[config.mk]
export PLATFORM = sky130hd
export DESIGN_NAME = alss_top
export DESIGN_NICKNAME = d
export VERILOG_FILES = /design/src/inc/alss_pkg.sv /design/src/logic/alss_timer.sv /design/src/logic/alss_top.sv
export SDC_FILE = /design/constraint.sdc
export NUM_CORES = 1
export LEC_CHECK = 0
export BUFFER_PORTS_ARGS = -buffer_cell sky130_fd_sc_hd__buf_2
export CAP_MARGIN = 0
export CORE_ASPECT_RATIO = 1.75
export CORE_MARGIN = 4
export CORE_UTILIZATION = 60
export CTS_CLUSTER_DIAMETER = 50
export DETAILED_ROUTE_END_ITERATION = 7
export GPL_TIMING_DRIVEN = 0
export PLACE_DENSITY = 0.84
export SETUP_SLACK_MARGIN = 0.15
export SLEW_MARGIN = 15
export SYNTH_ARGS = -nofsm -noshare
export SYNTH_HDL_FRONTEND = slang
export SYNTH_SLANG_ARGS = --single-unit
[constraint.sdc]
create_clock -name pclk -period 2.6 [get_ports pclk]
set_input_delay 0.13 -clock pclk [delete_from_list [all_inputs] [get_ports pclk]]
set_output_delay 0.13 -clock pclk [all_outputs]
set_load 0.01 [all_outputs]
[src/inc/alss_pkg.sv]
package alss_pkg;
  // ***************************************************
  // register offsets (byte addresses)
  // ***************************************************
  localparam logic [11:0] ADDR_RESET    = 12'h000;
  localparam logic [11:0] ADDR_STATUS   = 12'h004;
  localparam logic [11:0] ADDR_SYNTH    = 12'h008;
  localparam logic [11:0] ADDR_LINK     = 12'h00c;
  localparam logic [11:0] ADDR_CAL      = 12'h010;
  localparam logic [11:0] ADDR_TRIGOUT  = 12'h014;
  // ***************************************************
  // field positions
  // ***************************************************
  localparam int RST_SOFT_BIT    = 0;
  localparam int ST_INIT_BIT     = 0;
  localparam int ST_TRIM_BIT     = 1;
  localparam int ST_LOCK_BIT     = 2;
  localparam int ST_FG_BIT       = 3;
  localparam int ST_LINK_BIT     = 4;
  localparam int ST_SYNTH_EN_BIT = 5;
  localparam int SY_RESET_BIT    = 0;
  localparam int SY_CALEN_BIT    = 1;
  localparam int SY_BIAS_LSB     = 8;
  localparam int SY_TRIM_LSB     = 16;
  localparam int SY_DIV_LSB      = 24;
  localparam int LK_EN_BIT       = 0;
  localparam int LK_SYNCSEL_BIT  = 1;
  localparam int LK_MODE_LSB     = 8;
  localparam int LK_KM1_LSB      = 16;
  localparam int CA_EN_BIT       = 0;
  localparam int CA_FG_BIT       = 1;
  localparam int CA_OFS_BIT      = 2;
  localparam int CA_SOFT_BIT     = 3;
  localparam int CA_PINEN_BIT    = 4;
  localparam int CA_OVR_BIT      = 5;
  localparam int CA_STSEL_BIT    = 6;
  // ***************************************************
  // reset values and timing
  // ***************************************************
  localparam logic [31:0] SYNTH_RESET_VAL = 32'h0000_0001;
  localparam logic [31:0] CAL_RESET_VAL   = 32'h0000_000a;
  localparam logic [7:0]  BIAS_EXPECTED   = 8'h4a;
  localparam int          CLK_MHZ         = 125;
  localparam int          INIT_TIME_NS    = 1000;
  localparam int          INIT_CYCLES     = (INIT_TIME_NS * CLK_MHZ + 999) / 1000;
  localparam int          TRIM_TIME_NS    = 2000;
  localparam int          TRIM_CYCLES     = (TRIM_TIME_NS * CLK_MHZ + 999) / 1000;
  localparam int          LOCK_TIME_NS    = 1000;
  localparam int          LOCK_CYCLES     = (LOCK_TIME_NS * CLK_MHZ + 999) / 1000;
  localparam int          CAL_TIME_NS     = 4000;
  localparam int          CAL_CYCLES      = (CAL_TIME_NS * CLK_MHZ + 999) / 1000;
  localparam int          CNT_W           = 16;

  typedef struct packed {
    logic init_done;
    logic trim_done;
    logic lock;
    logic foreground_cal_done_flag;
    logic link_up;
  } alss_status_t;
endpackage

[src/logic/alss_timer.sv]
`timescale 1ns/1ns
// one-shot countdown: start loads, done pulses when the count reaches one
module alss_timer #(
  parameter int W = 16
) (
  input  wire logic         pclk,    // clock
  input  wire logic         presetn, // async reset, low
  input  wire logic         start,   // load and run
  input  wire logic         abort,   // stop without done
  input  wire logic [W-1:0] load,    // cycles to count
  output logic              busy,    // counting
  output logic              done     // one-cycle pulse at end
);
  logic [W-1:0] cnt_reg;
  logic [W-1:0] cnt_next;
  logic         busy_reg;
  logic         busy_next;
  logic         done_reg;
  logic         done_next;

  if (W < 2) begin
    $error("alss_timer width too small");
  end

  always_comb begin
    cnt_next  = cnt_reg;
    busy_next = busy_reg;
    done_next = 1'b0;
    if (abort) begin
      busy_next = 1'b0;
    end else if (start) begin
      cnt_next  = load;
      busy_next = 1'b1;
    end else if (busy_reg) begin
      if (cnt_reg <= {{(W-1){1'b0}}, 1'b1}) begin
        busy_next = 1'b0;
        done_next = 1'b1;
      end else begin
        cnt_next = cnt_reg - {{(W-1){1'b0}}, 1'b1};
      end
    end
  end

  always_ff @(posedge pclk or negedge presetn) begin
    if (!presetn) begin
      cnt_reg  <= '0;
      busy_reg <= 1'b0;
      done_reg <= 1'b0;
    end else begin
      cnt_reg  <= cnt_next;
      busy_reg <= busy_next;
      done_reg <= done_next;
    end
  end

  assign busy = busy_reg;
  assign done = done_reg;
endmodule

[src/logic/alss_top.sv]
// The implementer's own choices: the register offsets and register access over APB.
`timescale 1ns/1ns
// How it works
// - startup flag set after initialization finishes
// - releasing synth reset starts trim calibration
// - device reports trim done and lock
// - status pin and done flag on finish
// - 8b10b link follows sync; 64b66b ignores
module alss_top
  import alss_pkg::*;
#(
  parameter int CNT_W_P = CNT_W
) (
  input  wire logic               pclk,            // apb clock
  input  wire logic               presetn,         // async reset, low
  input  wire logic               psel,            // apb select
  input  wire logic               penable,         // apb enable
  input  wire logic               pwrite,          // apb direction
  input  wire logic [11:0]        paddr,           // apb byte address
  input  wire logic [31:0]        pwdata,          // apb write data
  output logic      [31:0]        prdata,          // apb read data
  output logic                    pready,          // apb ready
  output logic                    pslverr,         // apb error
  input  wire logic               synth_en_strap,  // synthesizer enable strap
  input  wire logic               sync_single_ended_pin, // receiver sync, single-ended
  input  wire logic               timestamp_diff_pins,   // receiver sync, differential
  input  wire logic               calibration_trigger_pin, // calibration trigger
  output logic                    calibration_status_pin,  // calibration finished
  output alss_pkg::alss_status_t  status_o,        // status flags
  output logic                    link_running     // link state machine active
);
  import alss_pkg::*;

  // ***************************************************
  // state and registers
  // ***************************************************
  typedef enum logic [2:0] {S_INIT, S_IDLE, S_CAL, S_DONE} alss_cal_state_t;

  alss_cal_state_t cal_st_reg, cal_st_next;
  alss_status_t    st_reg, st_next;
  logic [31:0] synth_reg, synth_next;
  logic [31:0] link_reg, link_next;
  logic [31:0] cal_reg, cal_next;
  logic [31:0] trig_reg, trig_next;
  logic [31:0] prdata_reg, prdata_next;
  logic        pready_reg, pready_next;
  logic        pslverr_reg, pslverr_next;
  logic        strap_reg, strap_next;
  logic        init_pend_reg, init_pend_next;
  logic        stat_pin_reg, stat_pin_next;
  logic        run_reg, run_next;
  logic [1:0]  sync_se_ff, sync_df_ff, trig_ff;
  logic        trig_old_reg;

  logic init_start, trim_start, lock_start, cal_start;
  logic init_done, trim_done, lock_done, cal_done, cal_busy;
  logic wr, rd, soft_trig_rise, pin_trig_rise, sync_now, is_8b10b;

  if (CNT_W_P < 8 || CNT_W_P > 32) begin
    $error("alss_top counter width out of range");
  end

  // ***************************************************
  // pin synchronisers
  // ***************************************************
  always_ff @(posedge pclk or negedge presetn) begin
    if (!presetn) begin
      sync_se_ff   <= 2'h0;
      sync_df_ff   <= 2'h0;
      trig_ff      <= 2'h3;
      trig_old_reg <= 1'b1;
    end else begin
      sync_se_ff   <= {sync_se_ff[0], sync_single_ended_pin};
      sync_df_ff   <= {sync_df_ff[0], timestamp_diff_pins};
      trig_ff      <= {trig_ff[0], calibration_trigger_pin};
      trig_old_reg <= trig_ff[1];
    end
  end

  function automatic logic [CNT_W_P-1:0] cyc(input int n);
    cyc = CNT_W_P'(n);
  endfunction

  // ***************************************************
  // timers for initialization, trim, lock, calibration
  // ***************************************************
  alss_timer #(.W(CNT_W_P)) u_init (.pclk(pclk), .presetn(presetn), .start(init_start), .abort(1'b0),
    .load(cyc(INIT_CYCLES)), .busy(), .done(init_done));
  alss_timer #(.W(CNT_W_P)) u_trim (.pclk(pclk), .presetn(presetn), .start(trim_start),
    .abort(synth_next[SY_RESET_BIT]), .load(cyc(TRIM_CYCLES)), .busy(), .done(trim_done));
  alss_timer #(.W(CNT_W_P)) u_lock (.pclk(pclk), .presetn(presetn), .start(lock_start),
    .abort(synth_next[SY_RESET_BIT]), .load(cyc(LOCK_CYCLES)), .busy(), .done(lock_done));
  alss_timer #(.W(CNT_W_P)) u_cal (.pclk(pclk), .presetn(presetn), .start(cal_start),
    .abort(!cal_next[CA_EN_BIT]), .load(cyc(CAL_CYCLES)), .busy(cal_busy), .done(cal_done));

  assign wr = psel && penable && pwrite && !pready_reg;
  assign rd = psel && penable && !pwrite && !pready_reg;
  assign soft_trig_rise = wr && paddr == ADDR_CAL && pwdata[CA_SOFT_BIT] && !cal_reg[CA_SOFT_BIT];
  assign pin_trig_rise  = cal_reg[CA_PINEN_BIT] && trig_ff[1] && !trig_old_reg;
  assign is_8b10b = link_reg[LK_MODE_LSB+7];
  assign sync_now = link_reg[LK_SYNCSEL_BIT] ? sync_df_ff[1] : sync_se_ff[1];

  // ***************************************************
  // apb slave and flag logic
  // ***************************************************
  always_comb begin
    synth_next     = synth_reg;
    link_next      = link_reg;
    cal_next       = cal_reg;
    trig_next      = trig_reg;
    st_next        = st_reg;
    strap_next     = strap_reg;
    init_pend_next = 1'b0;
    prdata_next    = prdata_reg;
    pready_next    = psel && penable && !pready_reg;
    pslverr_next   = 1'b0;
    init_start     = init_pend_reg;
    trim_start     = 1'b0;
    lock_start     = 1'b0;
    if (wr) begin
      unique case (paddr)
        ADDR_RESET: begin
          if (pwdata[RST_SOFT_BIT]) begin
            synth_next        = SYNTH_RESET_VAL;
            link_next         = '0;
            cal_next          = CAL_RESET_VAL;
            trig_next         = '0;
            st_next           = '0;
            strap_next        = synth_en_strap;
            init_pend_next    = 1'b1;
          end
        end
        ADDR_SYNTH:   synth_next = pwdata;
        ADDR_LINK:    link_next  = pwdata;
        ADDR_CAL:     cal_next   = pwdata;
        ADDR_TRIGOUT: trig_next  = pwdata;
        ADDR_STATUS:  ;
        default:      pslverr_next = 1'b1;
      endcase
    end
    if (rd) begin
      unique case (paddr)
        ADDR_RESET:   prdata_next = 32'h0;
        ADDR_STATUS:  prdata_next = {26'h0, strap_reg, st_reg};
        ADDR_SYNTH:   prdata_next = synth_reg;
        ADDR_LINK:    prdata_next = link_reg;
        ADDR_CAL:     prdata_next = cal_reg;
        ADDR_TRIGOUT: prdata_next = trig_reg;
        default: begin
          prdata_next  = 32'h0;
          pslverr_next = 1'b1;
        end
      endcase
    end
    if (init_done) st_next.init_done = 1'b1;
    if (strap_reg && synth_reg[SY_RESET_BIT] && !synth_next[SY_RESET_BIT]) begin
      st_next.trim_done = 1'b0;
      st_next.lock      = 1'b0;
      if (synth_next[SY_CALEN_BIT]) trim_start = 1'b1;
      else lock_start = 1'b1;
    end
    if (synth_next[SY_RESET_BIT]) begin
      st_next.trim_done = 1'b0;
      st_next.lock      = 1'b0;
    end
    if (trim_done && !synth_next[SY_RESET_BIT]) begin
      st_next.trim_done = 1'b1;
      lock_start        = 1'b1;
    end
    if (lock_done && !synth_next[SY_RESET_BIT]) st_next.lock = 1'b1;
    // done flag, set wins over clear
    if (cal_start) st_next.foreground_cal_done_flag = 1'b0;
    if (cal_done) st_next.foreground_cal_done_flag = 1'b1;
    st_next.link_up = run_next;
  end

  assign cal_start = st_reg.init_done && cal_reg[CA_EN_BIT] && cal_reg[CA_FG_BIT] &&
                     (soft_trig_rise || pin_trig_rise) && !cal_busy;

  // ***************************************************
  // link run state and status pin
  // ***************************************************
  always_comb begin
    run_next      = 1'b0;
    stat_pin_next = stat_pin_reg;
    cal_st_next   = cal_st_reg;
    if (st_reg.init_done && link_reg[LK_EN_BIT]) run_next = is_8b10b ? sync_now : 1'b1;
    unique case (cal_st_reg)
      S_INIT: if (st_reg.init_done) cal_st_next = S_IDLE;
      S_IDLE: if (cal_start) cal_st_next = S_CAL;
      S_CAL: begin
        stat_pin_next = 1'b0;
        if (cal_done) cal_st_next = S_DONE;
        else if (!cal_reg[CA_EN_BIT]) cal_st_next = S_IDLE;
      end
      S_DONE: if (cal_start) cal_st_next = S_CAL;
      default: cal_st_next = S_INIT;
    endcase
    if (cal_done) stat_pin_next = 1'b1;
    if (cal_start) stat_pin_next = 1'b0;
    if (!st_reg.init_done) begin
      cal_st_next   = S_INIT;
      stat_pin_next = 1'b0;
    end
  end

  always_ff @(posedge pclk or negedge presetn) begin
    if (!presetn) begin
      synth_reg     <= SYNTH_RESET_VAL;
      link_reg      <= '0;
      cal_reg       <= CAL_RESET_VAL;
      trig_reg      <= '0;
      st_reg        <= '0;
      strap_reg     <= 1'b0;
      init_pend_reg <= 1'b0;
      prdata_reg    <= '0;
      pready_reg    <= 1'b0;
      pslverr_reg   <= 1'b0;
      stat_pin_reg  <= 1'b0;
      run_reg       <= 1'b0;
      cal_st_reg    <= S_INIT;
    end else begin
      synth_reg     <= synth_next;
      link_reg      <= link_next;
      cal_reg       <= cal_next;
      trig_reg      <= trig_next;
      st_reg        <= st_next;
      strap_reg     <= strap_next;
      init_pend_reg <= init_pend_next;
      prdata_reg    <= prdata_next;
      pready_reg    <= pready_next;
      pslverr_reg   <= pslverr_next;
      stat_pin_reg  <= stat_pin_next;
      run_reg       <= run_next;
      cal_st_reg    <= cal_st_next;
    end
  end

  assign prdata                 = prdata_reg;
  assign pready                 = pready_reg;
  assign pslverr                = pslverr_reg;
  assign calibration_status_pin = stat_pin_reg;
  assign status_o               = st_reg;
  assign link_running           = run_reg;

  // ***************************************************
  // assertions
  // ***************************************************
  init_flag_a: assert property (@(posedge pclk) disable iff (!presetn)
    init_done |=> st_reg.init_done)
    else $error("startup flag not set after init");
  init_clear_a: assert property (@(posedge pclk) disable iff (!presetn)
    $rose(init_pend_reg) |-> !st_reg.init_done)
    else $error("startup flag not cleared by soft restart");
  trim_start_a: assert property (@(posedge pclk) disable iff (!presetn)
    trim_start |-> ##[1:2] !st_reg.trim_done)
    else $error("trim flag not cleared on start");
  lock_after_a: assert property (@(posedge pclk) disable iff (!presetn)
    $rose(st_reg.lock) |-> !synth_reg[SY_RESET_BIT])
    else $error("lock reported while synth in reset");
  foreground_cal_done_flag_a: assert property (@(posedge pclk) disable iff (!presetn)
    (cal_done && !cal_start) |=> st_reg.foreground_cal_done_flag && stat_pin_reg)
    else $error("calibration finish not reported");
  pin_low_a: assert property (@(posedge pclk) disable iff (!presetn)
    cal_start |=> !stat_pin_reg)
    else $error("status pin high during calibration");
  link_sync_a: assert property (@(posedge pclk) disable iff (!presetn)
    (st_reg.init_done && link_reg[LK_EN_BIT] && !is_8b10b) |=> run_reg)
    else $error("64b66b link not running");
  link_off_a: assert property (@(posedge pclk) disable iff (!presetn)
    !link_reg[LK_EN_BIT] |=> !run_reg)
    else $error("link runs while disabled");
endmodule

==> results.json, run 1 <==
{
  "antenna_found_initial": 2,
  "clkTransAtPathRegs_ns": 0.07,
  "synth_cells": 1004,
  "coreArea_um2": 18500,
  "period_needed_ns": 2.39,
  "diodes": 0,
  "clock_latency_ns": 0.53,
  "grt_pass1_wl_um": 49500,
  "synth_edf_count": 0,
  "syn_to_final_growth_pct": 19.2,
  "worstSetupPathType": "reg -> reg",
  "ctsLongestPathBuffers": 3,
  "cts_buffers": 23,
  "vias": 9524,
  "route.detailed.drc": 0,
  "synth_seq_cells": 251,
  "power.static_leakage_nw": 6.31,
  "hold_viol_final": 0,
  "worstMarginPinSlew_ns": 1.01,
  "crit_arrival_ns": 2.84,
  "drt_iter0_drc": 952,
  "htreeDepth": 1,
  "yosysSeqAreaShare": 0.558,
  "grt.overflow.total": 0,
  "numPortBuffers": 92,
  "yosysTopAreaCell": "dfrtp_1",
  "ys_warn_count": 0,
  "grt_max_degree": 98,
  "crit_slowest_cell": "a31oi_1",
  "die_area_um2": 21100,
  "seqPwrFrac": 0.516,
  "synth_top_area_frac": 0.544,
  "p_sw_w": 0.00169,
  "hold_class": "in -> reg",
  "end_kind": "flop",
  "swShare": 0.222,
  "postRouteAntennaNets": 0,
  "num_io_pins": 94,
  "syn_avg_cell_area_um2": 11.2,
  "irDropWorstVdd_mv": 0.494,
  "power.density_nw_per_um2": 567,
  "rows": 66,
  "startpoint_type": "flop",
  "cts_sinks": 251,
  "final-seq-area_um2": 6290,
  "drv_slew": 0,
  "synth_fp_nets": 1065,
  "crit_fanout": 10,
  "viasPerCell": 6.69,
  "skew_ns": 0.0213,
  "min_period_over_period": 0.917,
  "die_width_um": 112,
  "die_y_um": 189,
  "tns_ns": 0,
  "reg2reg_slack_ns": 0.21,
  "synth_cell_types": 73,
  "crit_chain": "and4b_1 -> buf_4 -> and3_1 -> a31oi_1 -> clkbuf_1 -> a22o_1",
  "pwr-share-comb": 0.039,
  "cpPeakStageDelay_ns": 0.56,
  "setup_viol": 0,
  "internal-power_w": 0.00593,
  "synthArstFlopShare": 1.00,
  "clockRootBuffer": "clkbuf_16",
  "first_pass_iters": 6,
  "multi_input_area_um2": 4730,
  "status": "completed",
  "max-cap-violations": 0,
  "layout.nets": 1231,
  "start_util": 0.610,
  "total_power_w": 0.00762,
  "cpLargestDelayFamily": "compound AO/OA/AOI/OAI gates",
  "fillers": 1301,
  "hpwlAfterDp_um": 20600,
  "grt_usage": 0.286,
  "wl_per_cell_um": 21.4,
  "ys.flop_type": "dfrtp_1",
  "wirelength_um": 30500,
  "rsz0062_at_grt": "true",
  "p_clk_frac": 0.445,
  "max_freq_ghz": 0.419,
  "worst-path-buf-inv": 2,
  "grt_pass1_vias": 9699,
  "cp.required_ns": 3.05,
  "cts_tree": "built",
  "relSlewSlack": 0.322,
  "drive_gt1_frac": 0.183,
  "syn_area_um2": 11300,
  "synthTopCellsByArea": "dfrtp_1, a22o_1, a221oi_1",
  "gp_congestion": 0.911
}
==> repair_timing <==
item | CTS | global route
gates resized for setup | 9 | 28
setup endpoints to repair | 67 | 65
hold buffers | 38 | 0
buffers inserted | 1 | 8
hold endpoints to repair | 191 | 0
gates cloned | 0 | 0
pin swaps | 4 | 9
==> layout by cell type, fill, tap and decap left out, types with 15 or more instances in the layout <==
master	synthesis	final
a22o_1	145	145
nor2_1	56	55
dfrtp_1	245	245
or3_1	21	21
a21oi_1	35	35
clkbuf_1	50	45
buf_2	5	94
inv_1	23	23
dlygate4sd3_1	0	38
or4_1	20	20
nand2_1	68	68
o21ai_0	43	43
nand3_1	21	20
buf_4	5	15
clkbuf_16	0	23
nor3_1	18	17
a221oi_1	30	30
==> logic make-up (layout without fill, tap and decap cells) <==
group,count (synthesis),in the layout,share of synthesized area
XOR/XNOR,17,17,0.0132
multiplexers,12,12,0.0114
AO/OA/AOI/OAI,340,340,0.232
AND/OR/NAND/NOR,287,287,0.144
buffers and inverters,89,271,0.0326
adder cells (fa/ha/maj),8,8,0.00888
flip-flops,251,251,0.558
==> metrics by stage <==
| step | instance area, um^2 | utilization | std cells | hold slack [ns] | setup slack [ns] |
|---|---|---|---|---|---|
| after floorplan | 11300 | - | 1004 | -0.166 | 0.405 |
| after global placement | 12000 | 0.651 | 1334 | 0.235 | -2.92 |
| after detailed placement | 12100 | 0.654 | 1336 | 0.104 | -0.128 |
| after CTS | 13300 | 0.717 | 1416 | 0.00175 | 0.111 |
| after global routing | 13400 | 0.726 | 1424 | 0.0138 | 0.101 |
| final | 13400 | 0.726 | 1424 | 0.0287 | 0.215 |
==> cell type report <==
type / count / share of cell area
flip-flops and latches: 251 / 0.468
multi-input cells: 664 / 0.352
repair buffers: 141 / 0.0724
clock buffers: 31 / 0.0495
plain buffers: 66 / 0.0229
well taps: 238 / 0.0222
inverters: 23 / 0.00642
clock inverters: 10 / 0.00633
==> power groups by stage <==
stage / sequential, W / clock, W / combinational [W]
finish: 0.00393 / 0.00339 / 0.000295
global route: 0.00393 / 0.00359 / 0.000325
CTS: 0.00393 / 0.00341 / 0.000293
detailed placement: 0.00400 / 0 / 0.000246
global placement: 0.00400 / 0 / 0.000228
floorplan: 0.00401 / 0 / 0.0000503
==> path summary, 6_finish.rpt <==
path,from,to,depth (start not counted)
worst min register to register,sync_se_ff[0],sync_se_ff[1],0
min in group asynchronous,presetn,synth_reg[25],2
worst max-delay path,pready,link_reg[7],6
worst min-delay path,paddr[3],synth_reg[3],3
worst max register to register,pready,link_reg[7],6
max in group asynchronous,presetn,u_trim.cnt_reg[8],4
==> per-layer routing <==
layer  vias up  GRT usage  wire (um)
li1       4183          -          -
met5         -          0         21
met3       114     0.0438       2020
met2       472      0.497      15900
met4         4      0.149       1440
met1      4751      0.342      11100
==> tightest hold or removal path, delay by kind of cell <==
kind / cells / cell delay (ns)
compound gates: 1 / 0.10
simple gates: 1 / 0.11
buf+inv: 1 / 0.16
==> cell usage after synthesis, types with 20 or more instances <==
cell      count
dfrtp_1     245
a22o_1      145
a21oi_1      35
nor2_1       56
or4_1        20
inv_1        23
o21ai_0      43
nand2_1      68
clkbuf_1     50
a221oi_1     30
nand3_1      21
or3_1        21
Note: power is estimated with default switching activity, not from simulation.
==> inputs of run 2 (changes only) <==
Settings changed: CELL_PAD_IN_SITES_DETAIL_PLACEMENT set to 1, CELL_PAD_IN_SITES_GLOBAL_PLACEMENT set to 2, CORE_UTILIZATION 60 to 40, PLACE_DENSITY 0.84 to 0.83, SYNTH_HIERARCHICAL set to 1.
==> run 2 against run 1 <==
Compared with the run above:
- the run now ends with negative setup slack left
- critical path type unchanged
- clock skew down 0.0038 ns
- register-to-register slack worse by 0.28 ns
- synthesized cell count up 18%
- clock-buffer cell count up 5
==> results.json, run 2 <==
{
  "end_kind": "flop",
  "grt_usage": 0.251,
  "rows": 86,
  "worstSetupPathType": "reg -> reg",
  "dp.cells": 1749,
  "fin_cells": 1927,
  "num_io_pins": 94,
  "cts_buffers": 28,
  "crit_chain": "and4b_2 -> buf_4 -> nand2_4 -> or4_4 -> a211oi_4 -> buf_6 -> o21ba_4 -> o21ai_4 -> buf_8 -> a221oi_2",
  "status": "finished with violations",
  "syn_area_um2": 12900,
  "synth_edf_count": 0,
  "grt_max_degree": 88,
  "ys_warn_count": 6,
  "r2r-end": "u_trim/cnt_reg[8]",
  "final_common_cell": "dfrtp_1",
  "worst-path-stages": 10,
  "r2r_cells": 10,
  "worstMarginPinSlew_ns": 0.899,
  "pre_cts_slack_ns": -0.925,
  "utilization": 0.543,
  "ctsLongestPathBuffers": 3,
  "layout.nets": 1570,
  "crit_arrival_ns": 3.12,
  "postRouteAntennaNets": 0,
  "clockRootBuffer": "clkbuf_16",
  "reg2reg_slack_ns": -0.07,
  "wl_per_cell_um": 23.6,
  "crit_fanout": 10,
  "die_area_um2": 35300,
  "numPortBuffers": 90,
  "ys.flop_type": "dfrtp_1",
  "tns_ns": -0.584,
  "diodes": 0,
  "power.density_nw_per_um2": 507,
  "route.detailed.drc": 0,
  "cts_tree": "built",
  "coreArea_um2": 31600,
  "grt.overflow.total": 0,
  "worst_slack_ns": -0.0655,
  "synth_top_area_frac": 0.475,
  "antenna_found_initial": 0,
  "die_width_um": 144,
  "synth_seq_cells": 251,
  "clkTransAtPathRegs_ns": 0.06,
  "drt_iter0_drc": 620,
  "layout_common_cells": "dfrtp_1, a22o_1, buf_2",
  "htreeDepth": 1,
  "drv_slew": 0,
  "hpwlAfterDp_um": 30000,
  "yosysTopAreaCell": "dfrtp_1",
  "grt_pass1_wl_um": 70200,
  "drive_gt1_frac": 0.287,
  "relSlewSlack": 0.401,
  "synth_cells": 1189,
  "min_period_over_period": 1.03,
  "skew_ns": 0.0175,
  "syn_avg_cell_area_um2": 10.9,
  "cts_sinks": 251,
  "cpPeakStageDelay_ns": 0.47,
  "clock_latency_ns": 0.57,
  "synthTopCellsByArea": "dfrtp_1, a22o_1, mux2i_1",
  "rsz0062_at_grt": "true",
  "synth_cell_types": 74,
  "crit_end": "u_trim/cnt_reg[8]",
  "wirelength_um": 45500,
  "hold_slack_ns": 0.0766,
  "synth_common_cells": "dfrtp_1, a22o_1, mux2i_1",
  "crit_slowest_cell": "or4_4",
  "setup_viol": 22,
  "hold_class": "in -> reg",
  "crit_start": "pready",
  "cp.required_ns": 3.06,
  "yosysMostFrequentCell": "dfrtp_1",
  "synthArstFlopShare": 1.00,
  "power.static_leakage_nw": 7.81,
  "yosysSeqAreaShare": 0.487,
  "worst-path-buf-inv": 3,
  "violations": "negative setup slack",
  "gp_congestion": 0.827,
  "vias": 11460,
  "start_util": 0.408,
  "die_y_um": 246,
  "cpLargestDelayFamily": "compound AO/OA/AOI/OAI gates",
  "max-cap-violations": 0,
  "hold_viol_final": 0,
  "viasPerCell": 5.95,
  "irDropWorstVdd_mv": 0.623,
  "first_pass_iters": 5,
  "reg2reg_from": "pready",
  "max_freq_ghz": 0.375,
  "period_needed_ns": 2.67,
  "syn_to_final_growth_pct": 33.2,
  "startpoint_type": "flop",
  "grt_pass1_vias": 12353
}
[run 2: logic make-up (layout without fill, tap and decap cells)]
kind of cell,after synthesis,count (layout),synth area share
AND/OR/NAND/NOR,285,285,0.145
other,2,74,0.000582
AO/OA/AOI/OAI,424,424,0.249
adder cells (fa/ha/maj),8,8,0.00776
buffers and inverters,136,406,0.0462
flip-flops,251,251,0.487
multiplexers,83,83,0.0649
[run 2: routing by layer]
layer | vias up | wire length [um] | track usage
met5 | - | 0 | 0
met4 | 0 | 1620 | 0.0862
met3 | 91 | 1860 | 0.0294
met2 | 296 | 25000 | 0.478
met1 | 5903 | 17000 | 0.283
li1 | 5170 | - | -
[run 2: what timing repair did]
| item | CTS | global route |
|---|---|---|
| setup buffers | 48 | 34 |
| hold endpoints to repair | 208 | 0 |
| gates cloned | 3 | 2 |
| hold buffers | 39 | 0 |
| pin swaps | 54 | 26 |
| setup endpoints to repair | 51 | 63 |
| gates resized for setup | 140 | 58 |
[run 2: report_power, final]
part	total (W)	internal, W	switching, W
Sequential	0.00395	0.00393	0.0000211
Clock	0.00430	0.00249	0.00181
Combinational	0.000465	0.000156	0.000309
[run 2: worst min path at each step]
stage,slack [ns],from,end,cells past startpoint
6_report,0.08,paddr[4],trig_reg[0],5
5_1_grt,0.09,paddr[4],trig_reg[0],5
4_1_cts,0.02,paddr[11],synth_reg[1],5
3_5_place_dp,0.19,presetn,synth_reg[17],1
3_3_place_gp,0.24,calibration_trigger_pin,trig_ff[0],1
2_1_floorplan,-0.17,presetn,cal_reg[0],0
[run 2: final cells by class]
cell class / instances / area [um^2]
Sequential cell: 251 / 6290
Clock inverter: 16 / 205
Inverter: 57 / 244
Tap cell: 396 / 495
Clock buffer: 36 / 791
Buffer: 79 / 607
Multi-Input combinational cell: 874 / 6850
Fill cell: 3452 / 14400
Timing Repair Buffer: 218 / 1710
[run 2: stage by stage]
step                      instance area, um^2  total power, W
after floorplan                         13200         0.00417
after global placement                  14200         0.00439
after detailed placement                14200         0.00441
after CTS                               16600         0.00878
after global routing                    17200         0.00903
final                                   17200         0.00871
[run 2: worst min-delay path: cells and delay by family]
kind / cells / cell delay, ns
compound gates: 1 / 0.07
buf+inv: 1 / 0.12
simple gates: 3 / 0.27
